`src/pkg/ecd_pkg.sv`:
```
// ecd_pkg: constants, register map and state type of the eight-channel dma controller
// assumes a word-indexed register port: index = {channel, register} below 0x40
// Operation
// - eight identical channels, own register sets
// - move ram-to-peripheral or peripheral-to-ram
// - own transfer bus, cpu never stalled
// - ram pointer post-increment or held
// - peripheral supplies ram address when indirect
// - byte or word per transfer
// - fixed priority among simultaneous requests
// - start by software force or peripheral request
// - one-shot stops, continuous restarts block
// - ping-pong swaps start address per block
// - seven-bit request number selects trigger source
// - request 13 is converter, address 0x0300
// - request 2 compare, addresses 0x0182/0x0180
// - request 10 serial port, address 0x0248
// - interrupt at block end or half block
// - registers 16 bits, count 10 bits
// - start reads give live pointer, writes store
// - pad and count registers are plain storage; control loses enable at stop, request reads the force flag
// - shared register of collision flags per channel
// - shared register: active channel, ping-pong state
// - flags live in external interrupt controller
// - block length is count plus one
// - force starts one transfer, hardware clears
// - mode field: ping-pong and one-shot bits
// - direction bit one reads ram, writes peripheral
`default_nettype none
package ecd_pkg;
    localparam int          NCH          = 8;
    localparam logic [2:0]  OFS_CTL      = 3'h0;
    localparam logic [2:0]  OFS_REQ      = 3'h1;
    localparam logic [2:0]  OFS_STA      = 3'h2;
    localparam logic [2:0]  OFS_STB      = 3'h3;
    localparam logic [2:0]  OFS_PAD      = 3'h4;
    localparam logic [2:0]  OFS_CNT      = 3'h5;
    localparam logic [6:0]  OFS_COLL     = 7'h40;
    localparam logic [6:0]  OFS_PPS      = 7'h41;
    localparam int          BIT_CHEN     = 15;
    localparam int          BIT_SIZE     = 14;
    localparam int          BIT_DIR      = 13;
    localparam int          BIT_HALF     = 12;
    localparam int          BIT_NULLW    = 11;
    localparam int          AMODE_LSB    = 4;
    localparam int          MODE_LSB     = 0;
    localparam int          BIT_FORCE    = 15;
    localparam logic [15:0] CTL_MASK     = 16'hF833;
    localparam logic [1:0]  AM_INC       = 2'h0;
    localparam logic [1:0]  AM_HOLD      = 2'h1;
    localparam logic [15:0] RST_REG      = 16'h0000;
    localparam logic [6:0]  RST_SEL      = 7'h00;
    localparam logic [9:0]  RST_CNT      = 10'h000;
    localparam logic [3:0]  RST_IDLE_CH  = 4'hF;
    localparam logic [6:0]  RQ_ADC       = 7'h0D;
    localparam logic [15:0] PA_ADC       = 16'h0300;
    localparam logic [6:0]  RQ_OC1       = 7'h02;
    localparam logic [15:0] PA_OC1_DATA  = 16'h0182;
    localparam logic [15:0] PA_OC1_SEC   = 16'h0180;
    localparam logic [6:0]  RQ_SPI1      = 7'h0A;
    localparam logic [15:0] PA_SPI1      = 16'h0248;

    typedef enum logic [1:0] {ST_IDLE, ST_RD, ST_CAP, ST_WR} ecd_state_t;

    // next ram pointer: one byte or one word further
    function automatic logic [15:0] ecd_step(input logic [15:0] p, input logic is_byte);
        return p + (is_byte ? 16'h0001 : 16'h0002);
    endfunction : ecd_step
endpackage : ecd_pkg
`default_nettype wire

```
`src/verilog/ecd_arbiter.sv`:
```
// ecd_arbiter: fixed-priority pick among pending channels
// assumes requests already gated by channel enable; purely combinational
`default_nettype none
module ecd_arbiter (
    input  wire logic [7:0] i_req,
    output logic            o_valid,
    output logic      [2:0] o_idx
);
    // lowest index wins; scan from the top so the last hit is the lowest
    function automatic logic [2:0] first_set(input logic [7:0] v);
        logic [2:0] idx;
        idx = 3'h0;
        for (int i = 7; i >= 0; i--) begin
            if (v[i]) begin
                idx = 3'(i);
            end
        end
        return idx;
    endfunction : first_set

    assign o_valid = |i_req;
    assign o_idx   = first_set(i_req);
endmodule : ecd_arbiter
`default_nettype wire

```
`src/verilog/ecd_controller.sv`:
```
// ecd_controller: register file, per-channel state and the transfer engine
// assumes cpu, peripherals and dma ram on i_clock; both data reads answer one cycle later
`default_nettype none
module ecd_controller (
    input  wire logic         i_clock,
    input  wire logic         i_sys_rst,
    input  wire logic         i_clk_en,
    input  wire logic [6:0]   i_addr,
    input  wire logic [15:0]  i_wdata,
    input  wire logic         i_wr,
    input  wire logic         i_rd,
    output logic      [15:0]  o_rdata,
    input  wire logic [127:0] i_irq_req,
    input  wire logic [15:0]  i_periph_ram_addr,
    output logic      [15:0]  o_ram_addr,
    output logic      [15:0]  o_ram_wdata,
    output logic      [1:0]   o_ram_be,
    output logic              o_ram_we,
    output logic              o_ram_re,
    input  wire logic [15:0]  i_ram_rdata,
    output logic      [15:0]  o_per_addr,
    output logic      [15:0]  o_per_wdata,
    output logic      [1:0]   o_per_be,
    output logic              o_per_we,
    output logic              o_per_re,
    input  wire logic [15:0]  i_per_rdata,
    input  wire logic         i_cpu_ram_we,
    input  wire logic [15:0]  i_cpu_ram_addr,
    input  wire logic         i_cpu_per_we,
    input  wire logic [15:0]  i_cpu_per_addr,
    output logic      [7:0]   o_ch_irq
);
    // per-channel register sets, indexed by channel
    logic [15:0]         ctl_r   [ecd_pkg::NCH];
    logic [6:0]          sel_r   [ecd_pkg::NCH];
    logic [15:0]         sta_r   [ecd_pkg::NCH];
    logic [15:0]         stb_r   [ecd_pkg::NCH];
    logic [15:0]         pad_r   [ecd_pkg::NCH];
    logic [9:0]          cnt_r   [ecd_pkg::NCH];
    logic [15:0]         ptr_r   [ecd_pkg::NCH];
    logic [9:0]          done_r  [ecd_pkg::NCH];
    logic [7:0]          force_r;
    logic [7:0]          pend_r;
    logic [7:0]          pps_r;
    logic [7:0]          xcol_r;
    logic [7:0]          pcol_r;
    ecd_pkg::ecd_state_t state_r;
    logic [2:0]          cur_r;
    logic [15:0]         ea_r;
    logic [3:0]          act_r;

    // address decode
    logic        is_ch;
    logic [2:0]  ch_sel;
    logic [2:0]  reg_sel;
    logic        wr_coll;
    assign is_ch   = (i_addr[6] == 1'b0);
    assign ch_sel  = i_addr[5:3];
    assign reg_sel = i_addr[2:0];
    assign wr_coll = i_wr && (i_addr == ecd_pkg::OFS_COLL);

    function automatic logic hit(input logic [2:0] ch, input logic [2:0] ofs);
        return i_wr && is_ch && (ch_sel == ch) && (reg_sel == ofs);
    endfunction : hit

    // per-channel enable, trigger and force request
    logic [7:0] chen_v;
    logic [7:0] trig_v;
    logic [7:0] force_set;
    always_comb begin
        for (int c = 0; c < ecd_pkg::NCH; c++) begin
            chen_v[c]    = ctl_r[c][ecd_pkg::BIT_CHEN];
            force_set[c] = hit(3'(c), ecd_pkg::OFS_REQ) && i_wdata[ecd_pkg::BIT_FORCE] && chen_v[c];
            // any request number reaches any channel
            trig_v[c]    = (chen_v[c] && i_irq_req[sel_r[c]]) || force_set[c];
        end
    end

    // current channel view
    logic [15:0] cur_ctl;
    logic [9:0]  cur_cnt;
    logic [9:0]  cur_done;
    logic [1:0]  cur_am;
    logic [7:0]  cur_oh;
    logic        cur_pps;
    logic        pp_on;
    logic        dir;
    logic        is_last;
    logic        is_half;
    logic        irq_hit;
    logic        stop_now;
    logic        bk;
    assign cur_ctl  = ctl_r[cur_r];
    assign cur_cnt  = cnt_r[cur_r];
    assign cur_done = done_r[cur_r];
    assign cur_am   = cur_ctl[ecd_pkg::AMODE_LSB +: 2];
    assign cur_oh   = 8'h01 << cur_r;
    assign cur_pps  = pps_r[cur_r];
    assign pp_on    = cur_ctl[ecd_pkg::MODE_LSB + 1];
    assign dir      = cur_ctl[ecd_pkg::BIT_DIR];
    assign is_last  = (cur_done == cur_cnt);
    assign is_half  = (cur_done == {1'b0, cur_cnt[9:1]});
    assign irq_hit  = cur_ctl[ecd_pkg::BIT_HALF] ? is_half : is_last;
    // one-shot ping-pong runs one block from each buffer before stopping
    assign stop_now = is_last && cur_ctl[ecd_pkg::MODE_LSB] && !(pp_on && !cur_pps);
    assign bk       = i_clk_en && (state_r == ecd_pkg::ST_CAP);

    // arbitration only while the engine is idle
    logic [7:0]  arb_req;
    logic        g_valid;
    logic [2:0]  g_idx;
    logic        take;
    logic [7:0]  g_clr;
    logic [15:0] g_ctl;
    logic [15:0] g_ea;
    assign arb_req = pend_r & chen_v;
    assign take    = i_clk_en && (state_r == ecd_pkg::ST_IDLE) && g_valid;
    assign g_clr   = take ? (8'h01 << g_idx) : 8'h00;
    assign g_ctl   = ctl_r[g_idx];
    assign g_ea    = g_ctl[ecd_pkg::AMODE_LSB + 1] ? i_periph_ram_addr : ptr_r[g_idx];

    ecd_arbiter u_arb (
        .i_req   (arb_req),
        .o_valid (g_valid),
        .o_idx   (g_idx)
    );

    // lane steering of the captured word
    logic        src_hi;
    logic        dst_hi;
    logic [15:0] src_data;
    logic [15:0] ln_data;
    logic [1:0]  ln_be;
    assign src_hi   = dir ? ea_r[0] : pad_r[cur_r][0];
    assign dst_hi   = dir ? pad_r[cur_r][0] : ea_r[0];
    assign src_data = dir ? i_ram_rdata : i_per_rdata;

    ecd_lane u_lane (
        .i_byte   (cur_ctl[ecd_pkg::BIT_SIZE]),
        .i_src_hi (src_hi),
        .i_dst_hi (dst_hi),
        .i_data   (src_data),
        .o_data   (ln_data),
        .o_be     (ln_be)
    );

    // a cpu write to the very word the engine writes in the same cycle
    logic x_ev;
    logic p_ev;
    assign x_ev = (state_r == ecd_pkg::ST_WR) && o_ram_we && i_cpu_ram_we && (i_cpu_ram_addr == o_ram_addr);
    assign p_ev = (state_r == ecd_pkg::ST_WR) && o_per_we && i_cpu_per_we && (i_cpu_per_addr == o_per_addr);

    // software-owned channel registers; hardware only drops enable
    always_ff @(posedge i_clock) begin
        if (i_sys_rst) begin
            for (int c = 0; c < ecd_pkg::NCH; c++) begin
                ctl_r[c] <= ecd_pkg::RST_REG;
                sel_r[c] <= ecd_pkg::RST_SEL;
                sta_r[c] <= ecd_pkg::RST_REG;
                stb_r[c] <= ecd_pkg::RST_REG;
                pad_r[c] <= ecd_pkg::RST_REG;
                cnt_r[c] <= ecd_pkg::RST_CNT;
            end
        end else if (i_clk_en) begin
            for (int c = 0; c < ecd_pkg::NCH; c++) begin
                if (hit(3'(c), ecd_pkg::OFS_CTL)) begin
                    ctl_r[c] <= i_wdata & ecd_pkg::CTL_MASK;
                end else if (bk && (cur_r == 3'(c)) && stop_now) begin
                    ctl_r[c][ecd_pkg::BIT_CHEN] <= 1'b0;
                end
                if (hit(3'(c), ecd_pkg::OFS_REQ)) begin
                    sel_r[c] <= i_wdata[6:0];
                end
                if (hit(3'(c), ecd_pkg::OFS_STA)) begin
                    sta_r[c] <= i_wdata;
                end
                if (hit(3'(c), ecd_pkg::OFS_STB)) begin
                    stb_r[c] <= i_wdata;
                end
                if (hit(3'(c), ecd_pkg::OFS_PAD)) begin
                    pad_r[c] <= i_wdata;
                end
                if (hit(3'(c), ecd_pkg::OFS_CNT)) begin
                    cnt_r[c] <= i_wdata[9:0];
                end
            end
        end
    end

    // live pointer, progress and ping-pong side; reloaded when a channel is enabled
    always_ff @(posedge i_clock) begin
        if (i_sys_rst) begin
            for (int c = 0; c < ecd_pkg::NCH; c++) begin
                ptr_r[c]  <= ecd_pkg::RST_REG;
                done_r[c] <= ecd_pkg::RST_CNT;
            end
            pps_r <= 8'h00;
        end else if (i_clk_en) begin
            for (int c = 0; c < ecd_pkg::NCH; c++) begin
                if (hit(3'(c), ecd_pkg::OFS_CTL) && i_wdata[ecd_pkg::BIT_CHEN] && !chen_v[c]) begin
                    ptr_r[c]  <= sta_r[c];
                    done_r[c] <= ecd_pkg::RST_CNT;
                    pps_r[c]  <= 1'b0;
                end else if (bk && (cur_r == 3'(c))) begin
                    if (is_last) begin
                        done_r[c] <= ecd_pkg::RST_CNT;
                        pps_r[c]  <= cur_pps ^ pp_on;
                        ptr_r[c]  <= (pp_on && !cur_pps) ? stb_r[c] : sta_r[c];
                    end else begin
                        done_r[c] <= cur_done + 10'h001;
                        if (cur_am == ecd_pkg::AM_INC) begin
                            ptr_r[c] <= ecd_pkg::ecd_step(ptr_r[c], cur_ctl[ecd_pkg::BIT_SIZE]);
                        end
                    end
                end
            end
        end
    end

    // pending, force and collision flags: a set in the clearing cycle wins
    always_ff @(posedge i_clock) begin
        if (i_sys_rst) begin
            pend_r  <= 8'h00;
            force_r <= 8'h00;
            xcol_r  <= 8'h00;
            pcol_r  <= 8'h00;
        end else if (i_clk_en) begin
            pend_r  <= (pend_r & ~g_clr) | trig_v;
            force_r <= (force_r & ~(bk ? cur_oh : 8'h00)) | force_set;
            xcol_r  <= (xcol_r & ~(wr_coll ? ~i_wdata[7:0] : 8'h00)) | (x_ev ? cur_oh : 8'h00);
            pcol_r  <= (pcol_r & ~(wr_coll ? ~i_wdata[15:8] : 8'h00)) | (p_ev ? cur_oh : 8'h00);
        end
    end

    // transfer engine: read, capture, write, on its own ports apart from the cpu
    always_ff @(posedge i_clock) begin
        if (i_sys_rst) begin
            state_r     <= ecd_pkg::ST_IDLE;
            cur_r       <= 3'h0;
            ea_r        <= ecd_pkg::RST_REG;
            act_r       <= ecd_pkg::RST_IDLE_CH;
            o_ram_addr  <= 16'h0000;
            o_ram_wdata <= 16'h0000;
            o_ram_be    <= 2'h0;
            o_ram_we    <= 1'b0;
            o_ram_re    <= 1'b0;
            o_per_addr  <= 16'h0000;
            o_per_wdata <= 16'h0000;
            o_per_be    <= 2'h0;
            o_per_we    <= 1'b0;
            o_per_re    <= 1'b0;
            o_ch_irq    <= 8'h00;
        end else if (i_clk_en) begin
            o_ch_irq <= (bk && irq_hit) ? cur_oh : 8'h00;
            case (state_r)
                ecd_pkg::ST_IDLE: begin
                    act_r <= ecd_pkg::RST_IDLE_CH;
                    if (take) begin
                        state_r <= ecd_pkg::ST_RD;
                        cur_r   <= g_idx;
                        act_r   <= {1'b0, g_idx};
                        ea_r    <= g_ea;
                        if (g_ctl[ecd_pkg::BIT_DIR]) begin
                            o_ram_re   <= 1'b1;
                            o_ram_addr <= g_ea;
                        end else begin
                            o_per_re   <= 1'b1;
                            o_per_addr <= pad_r[g_idx];
                        end
                    end
                end
                ecd_pkg::ST_RD: begin
                    o_ram_re <= 1'b0;
                    o_per_re <= 1'b0;
                    state_r  <= ecd_pkg::ST_CAP;
                end
                ecd_pkg::ST_CAP: begin
                    state_r <= ecd_pkg::ST_WR;
                    if (dir) begin
                        o_per_we    <= 1'b1;
                        o_per_addr  <= pad_r[cur_r];
                        o_per_wdata <= ln_data;
                        o_per_be    <= ln_be;
                    end else begin
                        o_ram_we    <= 1'b1;
                        o_ram_addr  <= ea_r;
                        o_ram_wdata <= ln_data;
                        o_ram_be    <= ln_be;
                        // null write also pokes the peripheral with zero
                        if (cur_ctl[ecd_pkg::BIT_NULLW]) begin
                            o_per_we    <= 1'b1;
                            o_per_addr  <= pad_r[cur_r];
                            o_per_wdata <= 16'h0000;
                            o_per_be    <= 2'h3;
                        end
                    end
                end
                default: begin
                    o_ram_we <= 1'b0;
                    o_per_we <= 1'b0;
                    state_r  <= ecd_pkg::ST_IDLE;
                end
            endcase
        end
    end

    // read decode; start registers show the live pointer
    logic [15:0] rd_val;
    always_comb begin
        rd_val = 16'h0000;
        if (is_ch && (reg_sel == ecd_pkg::OFS_CTL)) begin
            rd_val = ctl_r[ch_sel];
        end else if (is_ch && (reg_sel == ecd_pkg::OFS_REQ)) begin
            rd_val = {force_r[ch_sel], 8'h00, sel_r[ch_sel]};
        end else if (is_ch && ((reg_sel == ecd_pkg::OFS_STA) || (reg_sel == ecd_pkg::OFS_STB))) begin
            rd_val = ptr_r[ch_sel];
        end else if (is_ch && (reg_sel == ecd_pkg::OFS_PAD)) begin
            rd_val = pad_r[ch_sel];
        end else if (is_ch && (reg_sel == ecd_pkg::OFS_CNT)) begin
            rd_val = {6'h00, cnt_r[ch_sel]};
        end else if (i_addr == ecd_pkg::OFS_COLL) begin
            rd_val = {pcol_r, xcol_r};
        end else if (i_addr == ecd_pkg::OFS_PPS) begin
            rd_val = {4'h0, act_r, pps_r};
        end
    end

    // read data stand only in the cycle after the strobe
    always_ff @(posedge i_clock) begin
        if (i_sys_rst) begin
            o_rdata <= 16'h0000;
        end else if (i_clk_en) begin
            o_rdata <= i_rd ? rd_val : 16'h0000;
        end
    end
endmodule : ecd_controller
`default_nettype wire

```
`src/verilog/ecd_lane.sv`:
```
// ecd_lane: byte lane steering between source and destination
// assumes word transfers use even addresses; odd word addresses are not split
`default_nettype none
module ecd_lane (
    input  wire logic        i_byte,
    input  wire logic        i_src_hi,
    input  wire logic        i_dst_hi,
    input  wire logic [15:0] i_data,
    output logic      [15:0] o_data,
    output logic      [1:0]  o_be
);
    logic [7:0] pick;

    // byte mode moves one lane, picked by address bit 0 on each side
    assign pick   = i_src_hi ? i_data[15:8] : i_data[7:0];
    assign o_data = !i_byte ? i_data : (i_dst_hi ? {pick, 8'h00} : {8'h00, pick});
    assign o_be   = !i_byte ? 2'h3 : (i_dst_hi ? 2'h2 : 2'h1);
endmodule : ecd_lane
`default_nettype wire
```
`config.mk`:
```
export PLATFORM = sky130hd
export DESIGN_NAME = ecd_controller
export DESIGN_NICKNAME = d
export VERILOG_FILES = /design/src/pkg/ecd_pkg.sv /design/src/verilog/ecd_arbiter.sv /design/src/verilog/ecd_controller.sv /design/src/verilog/ecd_lane.sv
export SDC_FILE = /design/constraint.sdc
export NUM_CORES = 2
export LEC_CHECK = 0
export BUFFER_PORTS_ARGS = -buffer_cell sky130_fd_sc_hd__buf_2
export CAP_MARGIN = 30
export CORE_ASPECT_RATIO = 0.8
export CORE_MARGIN = 4
export CORE_UTILIZATION = 36
export DETAILED_ROUTE_END_ITERATION = 6
export GPL_ROUTABILITY_DRIVEN = 0
export PLACE_DENSITY = 0.61
export SLEW_MARGIN = 10
export SYNTH_ARGS = -nofsm -noshare
export SYNTH_HDL_FRONTEND = slang
export SYNTH_HIERARCHICAL = 1
export SYNTH_SLANG_ARGS = --single-unit
```
`constraint.sdc`:
```
create_clock -name i_clock -period 9.1 [get_ports i_clock]
set_clock_uncertainty 0.15 [all_clocks]
set_input_delay 1.82 -clock i_clock [delete_from_list [all_inputs] [get_ports i_clock]]
set_output_delay 1.82 -clock i_clock [all_outputs]
set_load 0.01 [all_outputs]
```
==> flow_metrics.py <==
metrics = {
    "drt": {
        "total_routed_wirelength_mm": 210,
        "first_iter_violations": 6809,
        "drt-vias-per-instance": 6.35,
        "post-route-drc-count": 0,
        "detailedRoute.firstPassIterationCount": 7,
        "wl_per_cell_um": 30.8,
        "detail-route-antenna-nets": 0,
        "detailroute.via_count": 43300,
    },
    "synth": {
        "post-synth-top-area-fraction_pct": 42.0,
        "netlist_area_um2": 57100,
        "netlist.top_cell.by_area": "edfxtp_1",
        "synth_top_family_by_area": "multiplexers",
        "yosys-mux-area-fraction_pct": 28.5,
        "simple_gate_share_of_the_synthesized_area_pct": 10.6,
        "ys_seq_elements": 964,
        "syn_inst": 4403,
        "synthDistinctLibCells": 92,
        "asyncSetResetFlopFracSynth_pct": 0,
        "synth_xor_xnor_area_share_pct": 2.60,
        "synth-seq-area-share_pct": 47.8,
        "area_fraction_in_compound_gates_after_synthesis_pct": 6.54,
        "post_synth_fa_ha_maj_area_fraction_pct": 0.762,
        "synth.yosys.warnings": 6,
        "main_area_contributors_after_synthesis": "edfxtp_1, mux4_2, dfxtp_1",
        "syn_avg_cell_area_um2": 13.0,
        "number_of_enable_type_register_cells_in_the_synthesized_netlist": 800,
        "ys.flop_type": "edfxtp_1",
        "mappedNetlistNets": 4671,
    },
    "floorplanning": {
        "fp.dieH_um": 364,
        "rows": 130,
        "design.portCount": 334,
        "initial_util_pct": 36.3,
        "chipWidth_um": 453,
        "die_area_um2": 165000,
        "core_area_um2": 157000,
    },
    "global_routing": {
        "pin_count_of_the_biggest_net_entering_global_routing": 88,
        "grt_pass1_wl_mm": 299,
        "globalRouteTotalUtil_pct": 24.8,
        "grt_antenna_before_repair": 34,
        "first_global_vias": 40500,
        "gr-total-overflow": 0,
    },
    "power_and_ir_drop": {
        "worst_voltage_drop_across_the_vdd_grid_mv": 0.132,
        "total_power_mw": 11.7,
        "power.density_nw_per_um2": 182,
        "power.leakage_nw": 22.2,
    },
    "finish": {
        "fin_nets": 4872,
        "area_growth_syn_to_layout_pct": 13.1,
        "final_cell_mix": "edfxtp_1, nor2_1, mux4_2",
        "drive_gt1_share_pct": 28.6,
        "most_frequent_standard_cell_in_the_layout_excluding_fill_and_tap_cells": "edfxtp_1",
    },
    "critical_path": {
        "worstPathMaxFanout": 37,
        "reg2regPathDepth": 9,
        "critical_path_launch_point_type": "flip-flop",
        "worstPathRequired_ns": 9.22,
        "reg2reg_slack_ns": 3.13,
        "worst_ep_arrival_time_ns": 6.09,
        "timing.setup.critical_path_class": "flip-flop to flip-flop",
        "setup.worst_path.end_class": "flip-flop",
        "rr_endpoint": "done_r[1][1]$_SDFFCE_PN0P_",
    },
    "clocking": {
        "setup_bufs_post_cts": 0,
        "path_clk_slew_ns": 0.06,
        "cts_tree": "built",
        "hold_buffers": 0,
        "cts_resized": 0,
        "tritoncts.num_buffers": 97,
        "cts.sink_count": 964,
        "cts.root.buffer_cell": "clkbuf_16",
        "worstSkewPairLatency_ns": 0.72,
        "cts_max_path_buffers": 3,
        "htree_num_levels": 3,
    },
    "sta": {
        "setup_total_negative_slack_ns": 0,
        "hold_viol_final": 0,
        "fin_crit_sh_pct": 65.6,
        "rsz0062_at_grt": "no",
        "setup-violations-final": 0,
        "timing.final.max_slew_violations": 0,
        "max_slew.worst_pin.slew_ns": 1.07,
        "timing.fmax_ghz": 0.168,
        "layout_min_cycle_time_ns": 5.97,
        "slew-limit-headroom_pct": 28.2,
    },
    "run_status": {
        "outcome": "complete, no violations",
    },
    "worst_hold_path": {
        "worstHoldPathCells": 2,
        "hold_class": "flip-flop to flip-flop",
        "hold_end": "o_per_be[0]$_SDFFE_PP0P_",
        "hp-start": "o_per_be[0]$_SDFFE_PP0P_",
    },
    "run": {
        "cap_viol_max_count": 0,
    },
    "place": {
        "placement.io_buffers": 333,
        "placed_wire_length_estimate_after_detailed_placement_mm": 147,
    },
}
-- per-layer routing --
layer | vias up | global-route usage [%] | wire length, µm
met3 | 541 | 8.32 | 30700
met2 | 3357 | 36.2 | 90600
met1 | 21800 | 33.9 | 78200
met5 | - | 0 | 50
met4 | 8 | 10.6 | 10700
li1 | 17600 | - | -
-- kinds of logic after synthesis --
kind of cell               count (synthesis)
adders and majority gates                 30
muxes                                    864
and+or+nand+nor                         1371
xor gates and xnor gates                 169
buffers and inverters                    431
DFF                                      964
AOI/OAI and AO/OA                        574
-- synth_stat cells (25+ instances only) --
cell type  instances
buf_1             53
edfxtp_1         800
nand4_1           25
buf_2             44
a211oi_1          60
o22ai_1           71
clkbuf_1         248
mux2i_1          218
dfxtp_1          164
mux2_2            36
nand2b_1          32
nand2_1          313
xnor2_1           83
nor3_1            32
mux4_2           604
a22oi_1           36
nand3_1          107
nor2_1           705
a21oi_1          147
nor2b_1           35
o21ai_0          123
xor2_1            85
and3_1            29
inv_1             63
-- sequential cells by signal, summed over array words and instances (netlist names), 16 cells and up, named ones only --
| name | count |
|---|---|
| cnt_r | 80 |
| ctl_r | 72 |
| done_r | 80 |
| ea_r | 16 |
| o_per_addr | 16 |
| o_per_wdata | 16 |
| o_ram_addr | 16 |
| o_ram_wdata | 16 |
| o_rdata | 16 |
| pad_r | 128 |
| ptr_r | 128 |
| sel_r | 56 |
| sta_r | 128 |
| stb_r | 128 |
-- metrics by stage --
step	util [%]	hold slack, ns	instance area, µm²	worst slack (ns)	cells
after global placement	38.7	0.283	60900	3.04	6591
after floorplan	-	0.277	57100	2.81	4403
after CTS	40.9	0.300	64400	3.21	6784
after global routing	41.1	0.313	64600	2.84	6813
final	41.1	0.298	64600	3.13	6817
after detailed placement	38.9	0.290	61100	2.89	6603
-- worst max-delay path by stage --
stage,end,slack (ns),cells after the start
finish,done_r[1][1]$_SDFFCE_PN0P_,3.13,9
global route,ptr_r[0][12]$_SDFFCE_PN0P_,2.84,9
CTS,ptr_r[0][12]$_SDFFCE_PN0P_,3.21,9
detailed placement,ptr_r[0][14]$_SDFFCE_PN0P_,2.89,7
global placement,ptr_r[0][3]$_SDFFCE_PN0P_,3.04,7
floorplan,ptr_r[0][12]$_SDFFCE_PN0P_,2.81,18
-- where the power goes --
group          internal [mW]  switching, mW  total, mW
Sequential              5.03          0.231       5.26
Clock                   2.39           1.79       4.17
Combinational          0.954           1.36       2.31
Total                   8.37           3.38       11.7
-- critical path, stage by stage (launching register included) --
cell     delay, ns
dfxtp_4       0.81
buf_4         0.57
mux4_2        0.56
mux2i_1       0.34
xor2_1        0.14
nor4_2        0.45
nand4_4       0.49
nor2_2        0.70
or3_1         0.63
nand2_1       0.63
-- layout make-up --
class                           count  area [µm²]
Fill cell                       14500       92700
Multi-Input combinational cell   3008       28200
Sequential cell                   964       27300
Timing Repair Buffer              469        2900
Clock buffer                      146        2850
Tap cell                         2112        2640
Clock inverter                     35         384
Inverter                           64         243
Antenna cell                       19        47.5
(Power assumes the default switching activity.)
